## config.mk

```make
export PLATFORM = sky130hd
export DESIGN_NAME = ivp_top
export DESIGN_NICKNAME = d
export VERILOG_FILES = /design/src/ivp_pkg.sv /design/src/ivp_level_pick.sv /design/src/ivp_top.sv
export SDC_FILE = /design/constraint.sdc
export NUM_CORES = 1
export LEC_CHECK = 0
export ABC_AREA = 1
export BUFFER_PORTS_ARGS = -buffer_cell sky130_fd_sc_hd__buf_2
export CAP_MARGIN = 25
export CORE_ASPECT_RATIO = 1.4
export CORE_MARGIN = 2
export CORE_UTILIZATION = 50
export DETAILED_ROUTE_END_ITERATION = 7
export PLACE_DENSITY = 0.79
export SYNTH_ARGS = -nofsm -noshare
export SYNTH_HDL_FRONTEND = slang
export SYNTH_HIERARCHICAL = 1
export SYNTH_SLANG_ARGS = --single-unit
```

## constraint.sdc

```tcl
create_clock -name clk_i -period 23 [get_ports clk_i]
set_input_delay 3.45 -clock clk_i [delete_from_list [all_inputs] [get_ports clk_i]]
set_output_delay 3.45 -clock clk_i [all_outputs]
set_load 0.05 [all_outputs]
```

## src/ivp_pkg.sv

```systemverilog
package ivp_pkg;

  // ---------------------------------------------------------------
  // widths
  // ---------------------------------------------------------------
  localparam int VEC_W = 16;
  localparam int LVL_W = 2;
  localparam int NSRC = 31;
  localparam int IDX_W = 5;

  // ---------------------------------------------------------------
  // priority levels
  // ---------------------------------------------------------------
  localparam logic [LVL_W-1:0] LVL_NMI = 2'h3;
  localparam logic [LVL_W-1:0] LVL_MAX_MASKABLE = 2'h2;

  // ---------------------------------------------------------------
  // source indices, listed from highest to lowest fixed rank
  // ---------------------------------------------------------------
  localparam int NUM_CORE = 6;
  localparam logic [IDX_W-1:0] SRC_RESET = 5'h00;
  localparam logic [IDX_W-1:0] SRC_STACK_ERR = 5'h01;
  localparam logic [IDX_W-1:0] SRC_ILLEGAL = 5'h02;
  localparam logic [IDX_W-1:0] SRC_DEBUG = 5'h03;
  localparam logic [IDX_W-1:0] SRC_TRAP = 5'h04;
  localparam logic [IDX_W-1:0] SRC_NMI = 5'h05;
  localparam logic [IDX_W-1:0] SRC_EXT_A = 5'h06;
  localparam logic [IDX_W-1:0] SRC_EXT_B = 5'h07;
  localparam logic [IDX_W-1:0] SRC_EXT_C = 5'h08;
  localparam logic [IDX_W-1:0] SRC_EXT_D = 5'h09;
  localparam logic [IDX_W-1:0] SRC_HOST_CMD = 5'h0a;
  localparam logic [IDX_W-1:0] SRC_HOST_TX = 5'h0b;
  localparam logic [IDX_W-1:0] SRC_HOST_RX = 5'h0c;
  localparam logic [IDX_W-1:0] SRC_SP0_RXE = 5'h0d;
  localparam logic [IDX_W-1:0] SRC_SP0_RX = 5'h0e;
  localparam logic [IDX_W-1:0] SRC_SP0_RXL = 5'h0f;
  localparam logic [IDX_W-1:0] SRC_SP0_TXE = 5'h10;
  localparam logic [IDX_W-1:0] SRC_SP0_TXL = 5'h11;
  localparam logic [IDX_W-1:0] SRC_SP0_TX = 5'h12;
  localparam logic [IDX_W-1:0] SRC_SP1_RXE = 5'h13;
  localparam logic [IDX_W-1:0] SRC_SP1_RX = 5'h14;
  localparam logic [IDX_W-1:0] SRC_SP1_RXL = 5'h15;
  localparam logic [IDX_W-1:0] SRC_SP1_TXE = 5'h16;
  localparam logic [IDX_W-1:0] SRC_SP1_TXL = 5'h17;
  localparam logic [IDX_W-1:0] SRC_SP1_TX = 5'h18;
  localparam logic [IDX_W-1:0] SRC_T0_OVF = 5'h19;
  localparam logic [IDX_W-1:0] SRC_T0_CMP = 5'h1a;
  localparam logic [IDX_W-1:0] SRC_T1_OVF = 5'h1b;
  localparam logic [IDX_W-1:0] SRC_T1_CMP = 5'h1c;
  localparam logic [IDX_W-1:0] SRC_T2_OVF = 5'h1d;
  localparam logic [IDX_W-1:0] SRC_T2_CMP = 5'h1e;

  // ---------------------------------------------------------------
  // vector offsets from the vector base
  // ---------------------------------------------------------------
  localparam logic [VEC_W-1:0] OFS_RESET = 16'h0000;
  localparam logic [VEC_W-1:0] OFS_STACK_ERR = 16'h0002;
  localparam logic [VEC_W-1:0] OFS_ILLEGAL = 16'h0004;
  localparam logic [VEC_W-1:0] OFS_DEBUG = 16'h0006;
  localparam logic [VEC_W-1:0] OFS_TRAP = 16'h0008;
  localparam logic [VEC_W-1:0] OFS_NMI = 16'h000a;
  localparam logic [VEC_W-1:0] OFS_EXT_A = 16'h0010;
  localparam logic [VEC_W-1:0] OFS_EXT_B = 16'h0012;
  localparam logic [VEC_W-1:0] OFS_EXT_C = 16'h0014;
  localparam logic [VEC_W-1:0] OFS_EXT_D = 16'h0016;
  localparam logic [VEC_W-1:0] OFS_T0_CMP = 16'h0024;
  localparam logic [VEC_W-1:0] OFS_T0_OVF = 16'h0026;
  localparam logic [VEC_W-1:0] OFS_T1_CMP = 16'h0028;
  localparam logic [VEC_W-1:0] OFS_T1_OVF = 16'h002a;
  localparam logic [VEC_W-1:0] OFS_T2_CMP = 16'h002c;
  localparam logic [VEC_W-1:0] OFS_T2_OVF = 16'h002e;
  localparam logic [VEC_W-1:0] OFS_SP0_RX = 16'h0030;
  localparam logic [VEC_W-1:0] OFS_SP0_RXE = 16'h0032;
  localparam logic [VEC_W-1:0] OFS_SP0_RXL = 16'h0034;
  localparam logic [VEC_W-1:0] OFS_SP0_TX = 16'h0036;
  localparam logic [VEC_W-1:0] OFS_SP0_TXE = 16'h0038;
  localparam logic [VEC_W-1:0] OFS_SP0_TXL = 16'h003a;
  localparam logic [VEC_W-1:0] OFS_SP1_RX = 16'h0040;
  localparam logic [VEC_W-1:0] OFS_SP1_RXE = 16'h0042;
  localparam logic [VEC_W-1:0] OFS_SP1_RXL = 16'h0044;
  localparam logic [VEC_W-1:0] OFS_SP1_TX = 16'h0046;
  localparam logic [VEC_W-1:0] OFS_SP1_TXE = 16'h0048;
  localparam logic [VEC_W-1:0] OFS_SP1_TXL = 16'h004a;
  localparam logic [VEC_W-1:0] OFS_HOST_RX = 16'h0060;
  localparam logic [VEC_W-1:0] OFS_HOST_TX = 16'h0062;
  localparam logic [VEC_W-1:0] OFS_HOST_CMD = 16'h0064;

  // ---------------------------------------------------------------
  // reset values
  // ---------------------------------------------------------------
  localparam logic [VEC_W-1:0] VEC_RST = 16'h0000;
  localparam logic [IDX_W-1:0] IDX_RST = 5'h00;

endpackage

```

## src/ivp_level_pick.sv

```systemverilog
`timescale 1ns/10ps
// fixed-order finder: lowest index among candidates wins
module ivp_level_pick
  import ivp_pkg::*;
#(
  parameter int N = NSRC
)
(
  input wire logic [N-1:0] cand_i,
  output logic found_o,
  output logic [IDX_W-1:0] idx_o
);

  // ---------------------------------------------------------------
  // priority scan
  // ---------------------------------------------------------------
  // scan downwards so the lowest index is the last and final winner
  always_comb
  begin
    found_o = 1'b0;
    idx_o = IDX_RST;
    for (int i = N - 1; i >= 0; i--)
    begin
      if (cand_i[i])
      begin
        found_o = 1'b1;
        idx_o = IDX_W'(i);
      end
    end
  end

endmodule

```

## src/ivp_top.sv

```systemverilog
`timescale 1ns/10ps
// Functional notes
// - nonmaskable order: reset, stack error, illegal, debug, trap, nmi last
// - external and peripheral sources maskable, levels zero to two only
// - port 0 receive vectors: base+30, +32 exception, +34 last slot
// - port 0 transmit vectors: base+36, +38 exception, +3a last slot
// - port 1 receive vectors: base+40, +42 exception, +44 last slot
// - port 1 transmit vectors: base+46, +48 exception
// - host vectors: receive full +60, transmit empty +62, command +64
// - within level: requests a,b,c,d, then host command, transmit, receive
// - port 0 below host: rxe, rx, rxl, txe, txl, tx
// - port 1 below port 0; receive order rxe, rx, rxl
// - port 1 transmit after receive: txe, txl, tx
// - timers lowest, 0 then 1 then 2, overflow above compare
module ivp_top
  import ivp_pkg::*;
#(
  parameter int VW = VEC_W
)
(
  input wire logic clk_i,
  input wire logic rst_i,
  input wire logic ce_i,
  input wire logic [VW-1:0] vector_base_i,
  input wire logic [NUM_CORE-1:0] core_req_i,
  input wire logic external_request_a_i,
  input wire logic external_request_b_i,
  input wire logic external_request_c_i,
  input wire logic external_request_d_i,
  input wire logic [LVL_W*4-1:0] ext_level_i,
  input wire logic [3:0] ext_enable_i,
  input wire logic [2:0] host_req_i,
  input wire logic [5:0] serial_port_0_req_i,
  input wire logic [5:0] serial_port_1_req_i,
  input wire logic [5:0] timer_req_i,
  input wire logic [NSRC-NUM_CORE-4-1:0] periph_enable_i,
  input wire logic [LVL_W*(NSRC-NUM_CORE-4)-1:0] periph_level_i,
  input wire logic [LVL_W-1:0] interrupt_priority_level_i,
  input wire logic ack_i,
  output logic irq_valid_o,
  output logic [VW-1:0] vector_o,
  output logic [IDX_W-1:0] source_o,
  output logic [LVL_W-1:0] level_o
);

  // ---------------------------------------------------------------
  // source packing
  // ---------------------------------------------------------------
  localparam int NPER = NSRC - NUM_CORE - 4;

  logic [3:0] ext_s1_r;
  logic [3:0] ext_s2_r;
  logic [NSRC-1:0] req;
  logic [NSRC-1:0] enable;
  logic [LVL_W-1:0] lvl [NSRC];
  logic [NSRC-1:0] cand;
  logic [LVL_W-1:0] win_lvl;
  logic any_req;
  logic found;
  logic [IDX_W-1:0] win_idx;
  logic [VW-1:0] vector_nxt;

  // external lines come from pins, so two stages before any use
  always_ff @(posedge clk_i or posedge rst_i)
  begin
    if (rst_i)
    begin
      ext_s1_r <= '0;
      ext_s2_r <= '0;
    end
    else if (ce_i)
    begin
      ext_s1_r <= {external_request_d_i, external_request_c_i,
                   external_request_b_i, external_request_a_i};
      ext_s2_r <= ext_s1_r;
    end
  end

  // request vector in fixed rank order; index 0 is the strongest
  always_comb
  begin
    req = '0;
    req[SRC_RESET] = core_req_i[0];
    req[SRC_STACK_ERR] = core_req_i[1];
    req[SRC_ILLEGAL] = core_req_i[2];
    req[SRC_DEBUG] = core_req_i[3];
    req[SRC_TRAP] = core_req_i[4];
    req[SRC_NMI] = core_req_i[5];
    req[SRC_EXT_A] = ext_s2_r[0];
    req[SRC_EXT_B] = ext_s2_r[1];
    req[SRC_EXT_C] = ext_s2_r[2];
    req[SRC_EXT_D] = ext_s2_r[3];
    req[SRC_HOST_CMD] = host_req_i[2];
    req[SRC_HOST_TX] = host_req_i[1];
    req[SRC_HOST_RX] = host_req_i[0];
    req[SRC_SP0_RXE] = serial_port_0_req_i[1];
    req[SRC_SP0_RX] = serial_port_0_req_i[0];
    req[SRC_SP0_RXL] = serial_port_0_req_i[2];
    req[SRC_SP0_TXE] = serial_port_0_req_i[4];
    req[SRC_SP0_TXL] = serial_port_0_req_i[5];
    req[SRC_SP0_TX] = serial_port_0_req_i[3];
    req[SRC_SP1_RXE] = serial_port_1_req_i[1];
    req[SRC_SP1_RX] = serial_port_1_req_i[0];
    req[SRC_SP1_RXL] = serial_port_1_req_i[2];
    req[SRC_SP1_TXE] = serial_port_1_req_i[4];
    req[SRC_SP1_TXL] = serial_port_1_req_i[5];
    req[SRC_SP1_TX] = serial_port_1_req_i[3];
    req[SRC_T0_OVF] = timer_req_i[1];
    req[SRC_T0_CMP] = timer_req_i[0];
    req[SRC_T1_OVF] = timer_req_i[3];
    req[SRC_T1_CMP] = timer_req_i[2];
    req[SRC_T2_OVF] = timer_req_i[5];
    req[SRC_T2_CMP] = timer_req_i[4];
  end

  // ---------------------------------------------------------------
  // masking and level assignment
  // ---------------------------------------------------------------
  // clamp keeps a maskable source off the nonmaskable level
  function automatic logic [LVL_W-1:0] clamp_lvl(input logic [LVL_W-1:0] l);
    clamp_lvl = (l > LVL_MAX_MASKABLE) ? LVL_MAX_MASKABLE : l;
  endfunction

  always_comb
  begin
    for (int i = 0; i < NSRC; i++)
    begin
      enable[i] = 1'b1;
      lvl[i] = LVL_NMI;
    end
    for (int i = 0; i < 4; i++)
    begin
      enable[NUM_CORE + i] = ext_enable_i[i];
      lvl[NUM_CORE + i] = clamp_lvl(ext_level_i[i*LVL_W +: LVL_W]);
    end
    for (int i = 0; i < NPER; i++)
    begin
      enable[NUM_CORE + 4 + i] = periph_enable_i[i];
      lvl[NUM_CORE + 4 + i] = clamp_lvl(periph_level_i[i*LVL_W +: LVL_W]);
    end
  end

  // ---------------------------------------------------------------
  // level selection then fixed order
  // ---------------------------------------------------------------
  // level 3 always passes; a maskable source must reach the core's level
  always_comb
  begin
    win_lvl = '0;
    any_req = 1'b0;
    for (int i = 0; i < NSRC; i++)
    begin
      if (req[i] && enable[i] &&
          (lvl[i] == LVL_NMI || lvl[i] >= interrupt_priority_level_i))
      begin
        any_req = 1'b1;
        if (lvl[i] > win_lvl)
        begin
          win_lvl = lvl[i];
        end
      end
    end
    for (int i = 0; i < NSRC; i++)
    begin
      cand[i] = any_req && req[i] && enable[i] && (lvl[i] == win_lvl);
    end
  end

  ivp_level_pick #(
    .N(NSRC)
  ) u_pick (
    .cand_i(cand),
    .found_o(found),
    .idx_o(win_idx)
  );

  // ---------------------------------------------------------------
  // vector formation
  // ---------------------------------------------------------------
  function automatic logic [VEC_W-1:0] src_ofs(input logic [IDX_W-1:0] s);
    case (s)
      SRC_RESET: src_ofs = OFS_RESET;
      SRC_STACK_ERR: src_ofs = OFS_STACK_ERR;
      SRC_ILLEGAL: src_ofs = OFS_ILLEGAL;
      SRC_DEBUG: src_ofs = OFS_DEBUG;
      SRC_TRAP: src_ofs = OFS_TRAP;
      SRC_NMI: src_ofs = OFS_NMI;
      SRC_EXT_A: src_ofs = OFS_EXT_A;
      SRC_EXT_B: src_ofs = OFS_EXT_B;
      SRC_EXT_C: src_ofs = OFS_EXT_C;
      SRC_EXT_D: src_ofs = OFS_EXT_D;
      SRC_HOST_CMD: src_ofs = OFS_HOST_CMD;
      SRC_HOST_TX: src_ofs = OFS_HOST_TX;
      SRC_HOST_RX: src_ofs = OFS_HOST_RX;
      SRC_SP0_RXE: src_ofs = OFS_SP0_RXE;
      SRC_SP0_RX: src_ofs = OFS_SP0_RX;
      SRC_SP0_RXL: src_ofs = OFS_SP0_RXL;
      SRC_SP0_TXE: src_ofs = OFS_SP0_TXE;
      SRC_SP0_TXL: src_ofs = OFS_SP0_TXL;
      SRC_SP0_TX: src_ofs = OFS_SP0_TX;
      SRC_SP1_RXE: src_ofs = OFS_SP1_RXE;
      SRC_SP1_RX: src_ofs = OFS_SP1_RX;
      SRC_SP1_RXL: src_ofs = OFS_SP1_RXL;
      SRC_SP1_TXE: src_ofs = OFS_SP1_TXE;
      SRC_SP1_TXL: src_ofs = OFS_SP1_TXL;
      SRC_SP1_TX: src_ofs = OFS_SP1_TX;
      SRC_T0_OVF: src_ofs = OFS_T0_OVF;
      SRC_T0_CMP: src_ofs = OFS_T0_CMP;
      SRC_T1_OVF: src_ofs = OFS_T1_OVF;
      SRC_T1_CMP: src_ofs = OFS_T1_CMP;
      SRC_T2_OVF: src_ofs = OFS_T2_OVF;
      SRC_T2_CMP: src_ofs = OFS_T2_CMP;
      default: src_ofs = OFS_RESET;
    endcase
  endfunction

  // wraps modulo the vector width, as a plain address adder would
  assign vector_nxt = VW'(vector_base_i + VW'(src_ofs(win_idx)));

  // ---------------------------------------------------------------
  // registered answer to program control
  // ---------------------------------------------------------------
  // ack drops the valid for one cycle so the core sees a fresh decision
  always_ff @(posedge clk_i or posedge rst_i)
  begin
    if (rst_i)
    begin
      irq_valid_o <= 1'b0;
      vector_o <= VEC_RST;
      source_o <= IDX_RST;
      level_o <= '0;
    end
    else if (ce_i)
    begin
      irq_valid_o <= found && !ack_i;
      if (found)
      begin
        vector_o <= vector_nxt;
        source_o <= win_idx;
        level_o <= win_lvl;
      end
    end
  end

endmodule

```

==> run metrics, run 1 <==
status=complete, but fails checks; failing checks=setup timing; Worst-Skew Late Latency=280 ps; fmax=0.0405 GHz; Setup crit end kind=flop; Total Nets Final=approximately 1900; clk sinks=32; number of diodes=0; Via Count=9483; GRT Overall Usage=0.288; RSZ-0062 raised after global routing=true; Final min period=24700 ps; CTS tree=yes; Hold WC Path Type=flop to flop; vias in the first global route=9040; via-per-instance ratio=roughly 5.3; first-pass GRT wire length=~38000 µm; WP data arrival=roughly 25000 ps; CTS HTree Levels=2; Hold Vio Cnt, Final=0; initial core utilization=0.513; most frequent CP cell=nand2_1; Syn Inst Count=roughly 1300; post-synthesis area per instance=5.93 µm²; WS Path Type=input pin to flop; CP required=around 23000 ps; max cap viols=0; Peak supply drop=between 100 and 150 µV; Critical Path Source Type=input pin; clock-pin slew on the worst setup and hold paths=approximately 50 ps; wire per inst=around 14 µm; flop-to-flop setup slack=1500 ps; Final period util=1.07; Setup TNS Final=-18720 ps; Final setup viols=15; layout cell share with drive strength beyond 1=0.403; cell area after synthesis=between 0.007 and 0.008 mm²; DRT antenna net count=0; most frequent cells in the layout=328 x nand2_1, 214 x inv_1, 210 x buf_4, 148 x buf_2, 108 x ha_1; Most used DFF post-synth=dfrtp_1; slowest CP cell=fa_2; WL final=approximately 26000 µm; die width=around 110 µm; Post-Route Utilization=0.764; IO Pins=~150; Residual DRC=0; Place WS=-1660 ps; Ys Warns=6; r2r endpoint=vector_o[13]; grt ovf=0; Slew HR=0.492; Max Root-Sink Buffers=2; CP Capture Point=vector_o[13]; Root Buffer=clkbuf_16; reg-to-reg critical path startpoint=ext_s2_r[0]; final instance area=roughly 0.011 mm²; pwr dens=96.9 mW/mm²; DIE HEIGHT=between 100 and 150 µm; drt first-iter violations=around 520; GPL Wtd Cong=0.898; Worst Setup Slack, final=-1700 ps; row cnt=52; final total power=between 0.001 and 0.0015 W; max-slew violations=0; Synthesized Nets=about 1500; CTS buffer count=5; Synth Register Bits=32; Largest stage delay, worst path=~390 ps; I/O Buffers=roughly 150; clk_skew=just over 7 ps; Post-synth ARST share=1.00; core area=about 0.015 mm²; Synth-to-Final Area Change=48.9%; Critical Path Fanout Max=7; Seq/Total Area, Yosys=0.107; placed instance area=0.00959 mm²; hold_buf cts=0; EDFF count, synth=0; Pre-Repair DR Iteration Count=8; die area=0.0160 mm²; largest net degree at the start of global routing=33; leak pwr=roughly 6.6 nW; Setup crit start=ext_level_i[0]; initial antenna violation count=0; Least-Margin Pin Slew=761 ps; R2R cell count=roughly 210; HPWL Detailed=around 17000 µm; commonest non-fill, non-tap cell in the layout=nand2_1; library cells used by synthesis=41
metal layers:
layer | share of wire | track usage
met1 | 0.37 | 0.310
met2 | 0.53 | 0.569
met3 | 0.056 | 0.0259
met4 | 0.040 | 0.105
met5 | 0 | 0
power breakdown:
group,internal (W),switching (W)
combinational,0.000401,0.000515
clock,0.0000508,0.0000252
sequential,0.0000758,0.0000107
total,0.000528,0.000551
state kept, by name, summed over array words and instances (netlist names):
name,flops
ext_s1_r,4
vector_o,16
ext_s2_r,4
source_o,5
irq_valid_o,1
level_o,2
logic make-up (layout without fill, tap and decap cells):
family | count (synthesis) | after routing | share of synthesized area
AOI/OAI and AO/OA | 131 | 131 | 0.0919
xor gates and xnor gates | 6 | 6 | 0.00703
adders and majority gates | 139 | 139 | 0.234
buffers and inverters | 303 | 637 | 0.161
DFF | 32 | 32 | 0.107
and+or+nand+nor | 650 | 650 | 0.400
how the worst min path moves through the flow:
| stage | startpoint | end | slack (ps) | depth (start not counted) |
|---|---|---|---|---|
| 6_report | vector_o[9] | vector_o[9] | 470 | 2 |
| 5_1_grt | vector_o[10] | vector_o[10] | 500 | 2 |
| 4_1_cts | vector_o[9] | vector_o[9] | 470 | 2 |
| 3_5_place_dp | vector_o[9] | vector_o[9] | 460 | 2 |
| 3_3_place_gp | vector_o[1] | vector_o[1] | 460 | 2 |
| 2_1_floorplan | ext_s1_r[0] | ext_s2_r[0] | 490 | 2 |
worst max-delay path: cells and delay by family:
family,cells,cell delay (ps)
and+or+nand+nor,109,8440
adders and majority gates,27,5720
xor gates and xnor gates,1,130
buffers and inverters,33,2020
AOI/OAI and AO/OA,43,5010
layout make-up:
class                   count  area, µm²
clock buffers               5        125
fillers                  1044       3440
multi-input cells         926       6440
repair buffers            371       2490
well taps                 189        236
clock inverters             3       42.5
inverters                 258       1000
flip-flops and latches     32        801
repair_timing:
action	4_1_cts	5_1_grt
cloned	0	0
pin swaps	93	147
setup buffers	47	22
setup endpoints to repair	15	24
gates resized for setup	91	122
metrics by stage:
stage	cells	hold slack, ps
2_1_floorplan	1261	489
3_3_place_gp	1709	458
3_5_place_dp	1709	462
4_1_cts	1764	467
5_1_grt	1784	503
6_report	1784	472
cells in the mapped netlist, types with 6 or more instances:
cell / count / area (µm²)
nor2_1: 93 / 349
o21ai_0: 52 / 260
dfrtp_1: 32 / 801
or2_2: 12 / 75.1
nand4_1: 10 / 62.6
inv_2: 7 / 26.3
inv_1: 248 / 931
nand3_2: 42 / 420
ha_1: 138 / 1730
nand2_1: 357 / 1340
a21oi_1: 64 / 320
buf_6: 6 / 67.6
nand3_1: 117 / 586
clkbuf_1: 36 / 135
(Power assumes the default switching activity.)
==> run 2: changes to the inputs <==
--- a/config.mk
+++ b/config.mk
@@ -8,11 +8,13 @@
 export ABC_AREA = 1
 export BUFFER_PORTS_ARGS = -buffer_cell sky130_fd_sc_hd__buf_2
 export CAP_MARGIN = 25
+export CELL_PAD_IN_SITES_DETAIL_PLACEMENT = 1
+export CELL_PAD_IN_SITES_GLOBAL_PLACEMENT = 1
 export CORE_ASPECT_RATIO = 1.4
 export CORE_MARGIN = 2
-export CORE_UTILIZATION = 50
+export CORE_UTILIZATION = 35
 export DETAILED_ROUTE_END_ITERATION = 7
-export PLACE_DENSITY = 0.79
+export PLACE_DENSITY = 0.84
 export SYNTH_ARGS = -nofsm -noshare
 export SYNTH_HDL_FRONTEND = slang
 export SYNTH_HIERARCHICAL = 1
==> constraint.sdc (replaced) <==
create_clock -name clk_i -period 21.2 [get_ports clk_i]
set_input_delay 0 -clock clk_i [delete_from_list [all_inputs] [get_ports clk_i]]
set_output_delay 0 -clock clk_i [all_outputs]
set_load 0.05 [all_outputs]
==> run 2 against run 1 <==
  * The run still ends with setup timing left
  * Flip-flop and latch count stayed put
  * Worst setup slack improved by 670 ps
  * First-iteration DRC count decreased by 22%
  * Cell count rose by 2.5%
  * Die area increased by 41%
  * Sequential share of layout area is 0.052 points lower
  * Worst hold slack got worse by 440 ps
  * Critical endpoint is now vector_o[12]
  * Largest power group unchanged
==> run metrics, run 2 (synthesis gave the netlist of run 1 again) <==
metal2 WL=between 15000 and 20000 µm; Final setup viols=11; commonest non-fill, non-tap cell in the layout=nand2_1; I/O Buffers=around 150; top layer in use=met4; reg-to-reg critical path startpoint=ext_s2_r[0]; layout cell share with drive strength beyond 1=0.411; Critical Path Fanout Max=7; Clk pwr share=0.073; met3 WL=approximately 1500 µm; flop-to-flop setup slack=-1030 ps; Final min period=~22000 ps; Switching Share=0.531; hold path start=vector_base_i[14]; first-pass GRT wire length=between 40000 and 50000 µm; Setup TNS Final=-8280 ps; leak pwr=roughly 6.4 nW; final total power=0.00122 W; initial core utilization=0.355; Non-Filler Instances=roughly 1800; Hold Vio Cnt, Final=0; HPWL Detailed=approximately 22000 µm; DRT antenna net count=0; Worst-Skew Late Latency=~280 ps; Residual DRC=0; largest net degree at the start of global routing=33; met1 WL=11900 µm; most frequent cells in the layout=311 x nand2_1, 209 x inv_1, 179 x buf_4, 151 x buf_2, 104 x ha_1; clk_skew=6.17 ps; slowest CP cell=dfrtp_1; grt ovf=0; Final period util=1.05; vias in the first global route=10300; initial antenna violation count=0; IO Pins=152; Max Root-Sink Buffers=2; Placed Cells=around 1800; Least-Margin Pin Slew=~830 ps; Synth-to-Final Area Change=50.0%; Hold WC Path Type=input pin to flop; Critical Path Source Type=flop; Biggest register=vector_o; row cnt=63; Total Nets Final=~1800; GPL Wtd Cong=between 0.8 and 0.9; Root Buffer=clkbuf_16; final instance area=between 0.01 and 0.015 mm²; WL final=34400 µm; Pre-Repair DR Iteration Count=5; WS Path Type=flop to flop; Largest stage delay, worst path=between 300 and 400 ps; drt first-iter violations=407; CP required=approximately 21000 ps; Switch Pwr=~0.00065 W; most frequent CP cell=nand2_1; Via Count=slightly below 10000; number of diodes=0; RSZ-0062 raised after global routing=true; CTS HTree Levels=2; clock-pin slew on the worst setup and hold paths=50 ps; Largest register FFs=16; die width=128 µm; Gate power share=0.849; status=complete, but fails checks; max cap viols=0; max-slew violations=0; WP data arrival=~22000 ps; pwr dens=109 mW/mm²; Peak supply drop=approximately 120 µV; core area=0.0210 mm²; Internal=between 0.0005 and 0.0006 W; Largest regs=vector_o: 16 flops, source_o: 5 flops; CTS buffer count=5; Worst Setup Slack, final=-1030 ps; wire per inst=roughly 19 µm; fmax=roughly 0.045 GHz; placed instance area=approximately 0.0094 mm²; CTS tree=yes; clk sinks=32; Setup crit end kind=flop; GRT Overall Usage=0.251; Place WS=-2220 ps; Slew HR=0.445; die area=around 0.023 mm²; Seq pwr share=0.079; DIE HEIGHT=approximately 180 µm; failing checks=setup timing; Setup crit start=ext_s2_r[0]; via-per-instance ratio=~5.3
run 2: cell types whose count changed in the layout (fill, tap and decap cells not counted), sizes merged:
cell / delta
buf: -34
dlygate4sd3: +7
clkbuf: +2
clkinvlp: -2
clkinv: -1
inv: +1
run 2: power by group through the flow:
stage	sequential [W]	clock, W	combinational (W)
2_1_floorplan	0.000158	0	0.000391
3_3_place_gp	0.0000925	0	0.000684
3_5_place_dp	0.0000937	0	0.000718
4_1_cts	0.0000944	0.0000888	0.000771
5_1_grt	0.0000976	0.0000916	0.00112
6_report	0.0000961	0.0000883	0.00103
run 2: path summary, 6_finish.rpt:
path	endpoint	cells past startpoint
min in group asynchronous	vector_o[12]	4
setup / recovery	vector_o[12]	225
setup reg to reg	vector_o[12]	225
max in group asynchronous	vector_o[5]	4
hold reg to reg	vector_o[14]	2
hold / removal	vector_o[14]	3
run 2: final cells by class:
type	count	area (µm²)
Fill cell	2750	9830
Multi-Input combinational cell	926	6660
Timing Repair Buffer	344	2250
Inverter	258	998
Sequential cell	32	801
Tap cell	260	325
Clock buffer	7	153
Clock inverter	1	30.0
run 2: timing repair:
action,CTS,global route
gates resized for setup,49,235
hold buffers,7,0
endpoints found under the setup margin,20,24
buffers inserted,28,24
hold endpoints to repair,38,0
pin swaps,70,197
run 2: per-layer routing:
metal | track usage | up-vias
li1 | - | 4561
met1 | 0.248 | 4714
met2 | 0.514 | 356
met3 | 0.0251 | 148
met4 | 0.113 | 0
met5 | 0 | -
run 2: stage by stage:
step / hold WS [ps] / utilization
after floorplan: 101 / -
after global placement: 100 / 0.446
after detailed placement: 103 / 0.446
after CTS: 36.4 / 0.477
after global routing: 63.2 / 0.533
final: 32.1 / 0.533
run 2: worst max-delay path: cells and delay by family (launching register included):
| kind | cells | cell delay [ps] |
|---|---|---|
| xor gates and xnor gates | 1 | 170 |
| and+or+nand+nor | 111 | 8780 |
| buffers and inverters | 39 | 2680 |
| DFF | 1 | 360 |
| adders and majority gates | 25 | 4340 |
| AOI/OAI and AO/OA | 49 | 5640 |
==> run 3: changes to the inputs <==
--- a/config.mk
+++ b/config.mk
@@ -12,10 +12,9 @@
 export CELL_PAD_IN_SITES_GLOBAL_PLACEMENT = 1
 export CORE_ASPECT_RATIO = 1.4
 export CORE_MARGIN = 2
-export CORE_UTILIZATION = 35
+export CORE_UTILIZATION = 36
 export DETAILED_ROUTE_END_ITERATION = 7
-export PLACE_DENSITY = 0.84
+export PLACE_DENSITY = 0.85
 export SYNTH_ARGS = -nofsm -noshare
 export SYNTH_HDL_FRONTEND = slang
-export SYNTH_HIERARCHICAL = 1
 export SYNTH_SLANG_ARGS = --single-unit
==> run 3 against run 2 <==
  * Worst setup slack worse by 1200 ps
  * Via count rose by 5.0%
  * Clock-buffer cell count shrank 1
  * Critical path depth is 2 higher
  * Flip-flop and latch count stayed put
  * Critical endpoint is now vector_o[14]
  * The flow still finishes with violations (setup timing)
  * Worst hold slack lost 17 ps
  * Clock power decreased by 14%
  * Sequential power up 2%
==> run metrics, run 3 <==
DRT antenna net count=0; fmax=approximately 0.043 GHz; vias in the first global route=~11000; final total power=0.00152 W; Largest stage delay, worst path=between 300 and 400 ps; Max Root-Sink Buffers=2; Final min period=23430 ps; Register Area=roughly 800 µm²; post-synthesis area per instance=around 6.2 µm²; Ys Warns=0; failing checks=setup timing; die area=between 0.02 and 0.025 mm²; Residual DRC=0; clk sinks=32; Slew HR=0.390; first-pass GRT wire length=53700 µm; Total Nets Final=around 1800; most frequent CP cell=nand2_1; placed instance area=about 0.0093 mm²; Most used DFF post-synth=dfrtp_1; leak pwr=around 6.5 nW; Critical Path Source Type=input pin; RSZ-0062 raised after global routing=true; top cell type's share of synthesized area=0.231; Setup crit end kind=flop; synth cell count leaders=307 x nand2_1, 226 x inv_1, 135 x ha_1; largest net degree at the start of global routing=33; status=complete, but fails checks; Hold Vio Cnt, Final=0; I/O Buffers=around 150; Root Buffer=clkbuf_16; Largest register FFs=16; EDFF count, synth=0; layout cell share with drive strength beyond 1=0.457; Synth Register Bits=32; pwr dens=around 130 mW/mm²; IO Pins=152; Via Count=just over 10000; most frequent cells in the layout=263 x nand2_1, 226 x buf_4, 190 x inv_1, 151 x buf_2, 101 x ha_1; row cnt=61; HPWL Detailed=roughly 21000 µm; CP required=21370 ps; GPL Wtd Cong=roughly 0.87; fillcell total=2535; clk_skew=11.2 ps; Synth-to-Final Area Change=58.5%; via-per-instance ratio=5.70; WL final=between 40000 and 50000 µm; drt first-iter violations=a little under 500; Final period util=1.11; Synth Area in Adders=0.233; wire per inst=approximately 24 µm; Seq/Total Area, Yosys=0.109; Critical Path Fanout Max=6; clock-pin slew on the worst setup and hold paths=roughly 50 ps; Hold WC Path Type=input pin to flop; Least-Margin Pin Slew=just over 900 ps; CTS buffer count=5; initial core utilization=0.368; most frequent cell after synthesis=nand2_1; Pre-Repair DR Iteration Count=5; largest area contributor in the netlist=ha_1; Synth Area in Simple Gates=0.380; cell area after synthesis=approximately 0.0073 mm²; Compound-Gate Fraction of Synth Area=0.0927; mux contribution to synthesized area=0; Biggest register=vector_o; max cap viols=0; die width=125 µm; Setup TNS Final=-26600 ps; commonest non-fill, non-tap cell in the layout=nand2_1; final instance area=roughly 0.012 mm²; ranking of synthesized cells by area=ha_1 23%, nand2_1 16%, inv_1 12%; CTS HTree Levels=2; library cells used by synthesis=between 40 and 50; WP data arrival=between 20000 and 25000 ps; max-slew violations=0; Worst-Skew Late Latency=~300 ps; Final setup viols=17; GRT Overall Usage=0.304; CTS tree=yes; Synthesized Nets=between 1000 and 1500; Syn Inst Count=~1200; WS Path Type=input pin to flop; grt ovf=0; DIE HEIGHT=between 150 and 200 µm; main combinational cell family by area after synthesis=simple AND/OR/NAND/NOR gates; Worst Setup Slack, final=-2230 ps; area of the multi-input gates=around 0.0068 mm²; Largest regs=vector_o: 16 flops, source_o: 5 flops; initial antenna violation count=3; Synth Area in XOR/XNOR=0.0405; Post-synth ARST share=1.00; slowest CP cell=ha_1; core area=~0.020 mm²; Peak supply drop=170 µV
==> run 3: cell types whose count changed in the layout (fill, tap and decap cells not counted), sizes merged, moves of 15 or more <==
cell,before,now
nor3,2,21
nand2,360,318
and2,2,17
xor2,4,30
nand3,161,100
buf,337,388
inv,254,234
==> run 3: kinds of logic (layout without fill, tap and decap cells) <==
logic type | after synthesis | count (layout)
AO/OA/AOI/OAI | 130 | 130
XOR/XNOR | 33 | 33
adder cells (fa/ha/maj) | 136 | 136
buffers and inverters | 273 | 638
flip-flops | 32 | 32
other | 0 | 2
AND/OR/NAND/NOR | 578 | 579
==> run 3: what timing repair did <==
| item | in CTS | in global routing |
|---|---|---|
| resized for setup | 119 | 190 |
| setup endpoints to repair | 15 | 24 |
| hold buffers | 7 | 0 |
| pin swaps | 132 | 158 |
| gates cloned | 1 | 0 |
| setup buffers | 67 | 30 |
| hold endpoints to repair | 38 | 0 |
==> run 3: routing by layer <==
layer,vias to the layer above,share of wire,global-route usage
met5,-,0.00049,0
met4,4,0.092,0.183
met3,308,0.063,0.0464
met2,589,0.51,0.600
met1,4950,0.34,0.290
li1,4416,-,-
==> run 3: cell type report <==
cell class	count	share of cell area
diodes	2	0.000431
clock buffers	6	0.0120
clock inverters	2	0.000862
inverters	235	0.0779
multi-input cells	878	0.583
flip-flops and latches	32	0.0690
well taps	252	0.0272
repair buffers	395	0.229
==> run 3: final timing paths <==
| check | start | end | slack, ps | depth (start not counted) |
|---|---|---|---|---|
| max | ext_level_i[0] | vector_o[14] | -2230 | 227 |
| min | vector_base_i[15] | vector_o[15] | 20 | 3 |
| max reg2reg | ext_s2_r[0] | vector_o[14] | -2220 | 222 |
| min reg2reg | vector_o[11] | vector_o[11] | 490 | 2 |
| max in group asynchronous | rst_i | irq_valid_o | 20540 | 4 |
| min in group asynchronous | rst_i | vector_o[15] | 350 | 4 |
==> run 3: through the flow <==
stage	instances	util	hold WS [ps]	setup WS, ps
global placement	1689	0.467	96.4	-281
detailed placement	1689	0.467	114	-1820
CTS	1771	0.529	46.2	1.28
floorplan	1182	-	104	488
finish	1802	0.583	15.5	-2230
global route	1801	0.583	77.2	-3110
==> run 3: report_power, final <==
group          internal [W]  switching, W  total [W]  leakage [nW]
clock             0.0000463     0.0000293  0.0000756        0.0766
combinational      0.000587      0.000763    0.00135          6.07
sequential        0.0000839     0.0000140  0.0000979         0.390
total              0.000717      0.000806    0.00152          6.54
==> run 3: worst max-delay path, delay by kind of cell <==
| kind | cells | cell delay (ps) |
|---|---|---|
| buf+inv | 42 | 3010 |
| fa+ha+maj | 26 | 4740 |
| xor+xnor | 1 | 170 |
| compound gates | 45 | 5270 |
| simple gates | 113 | 10320 |
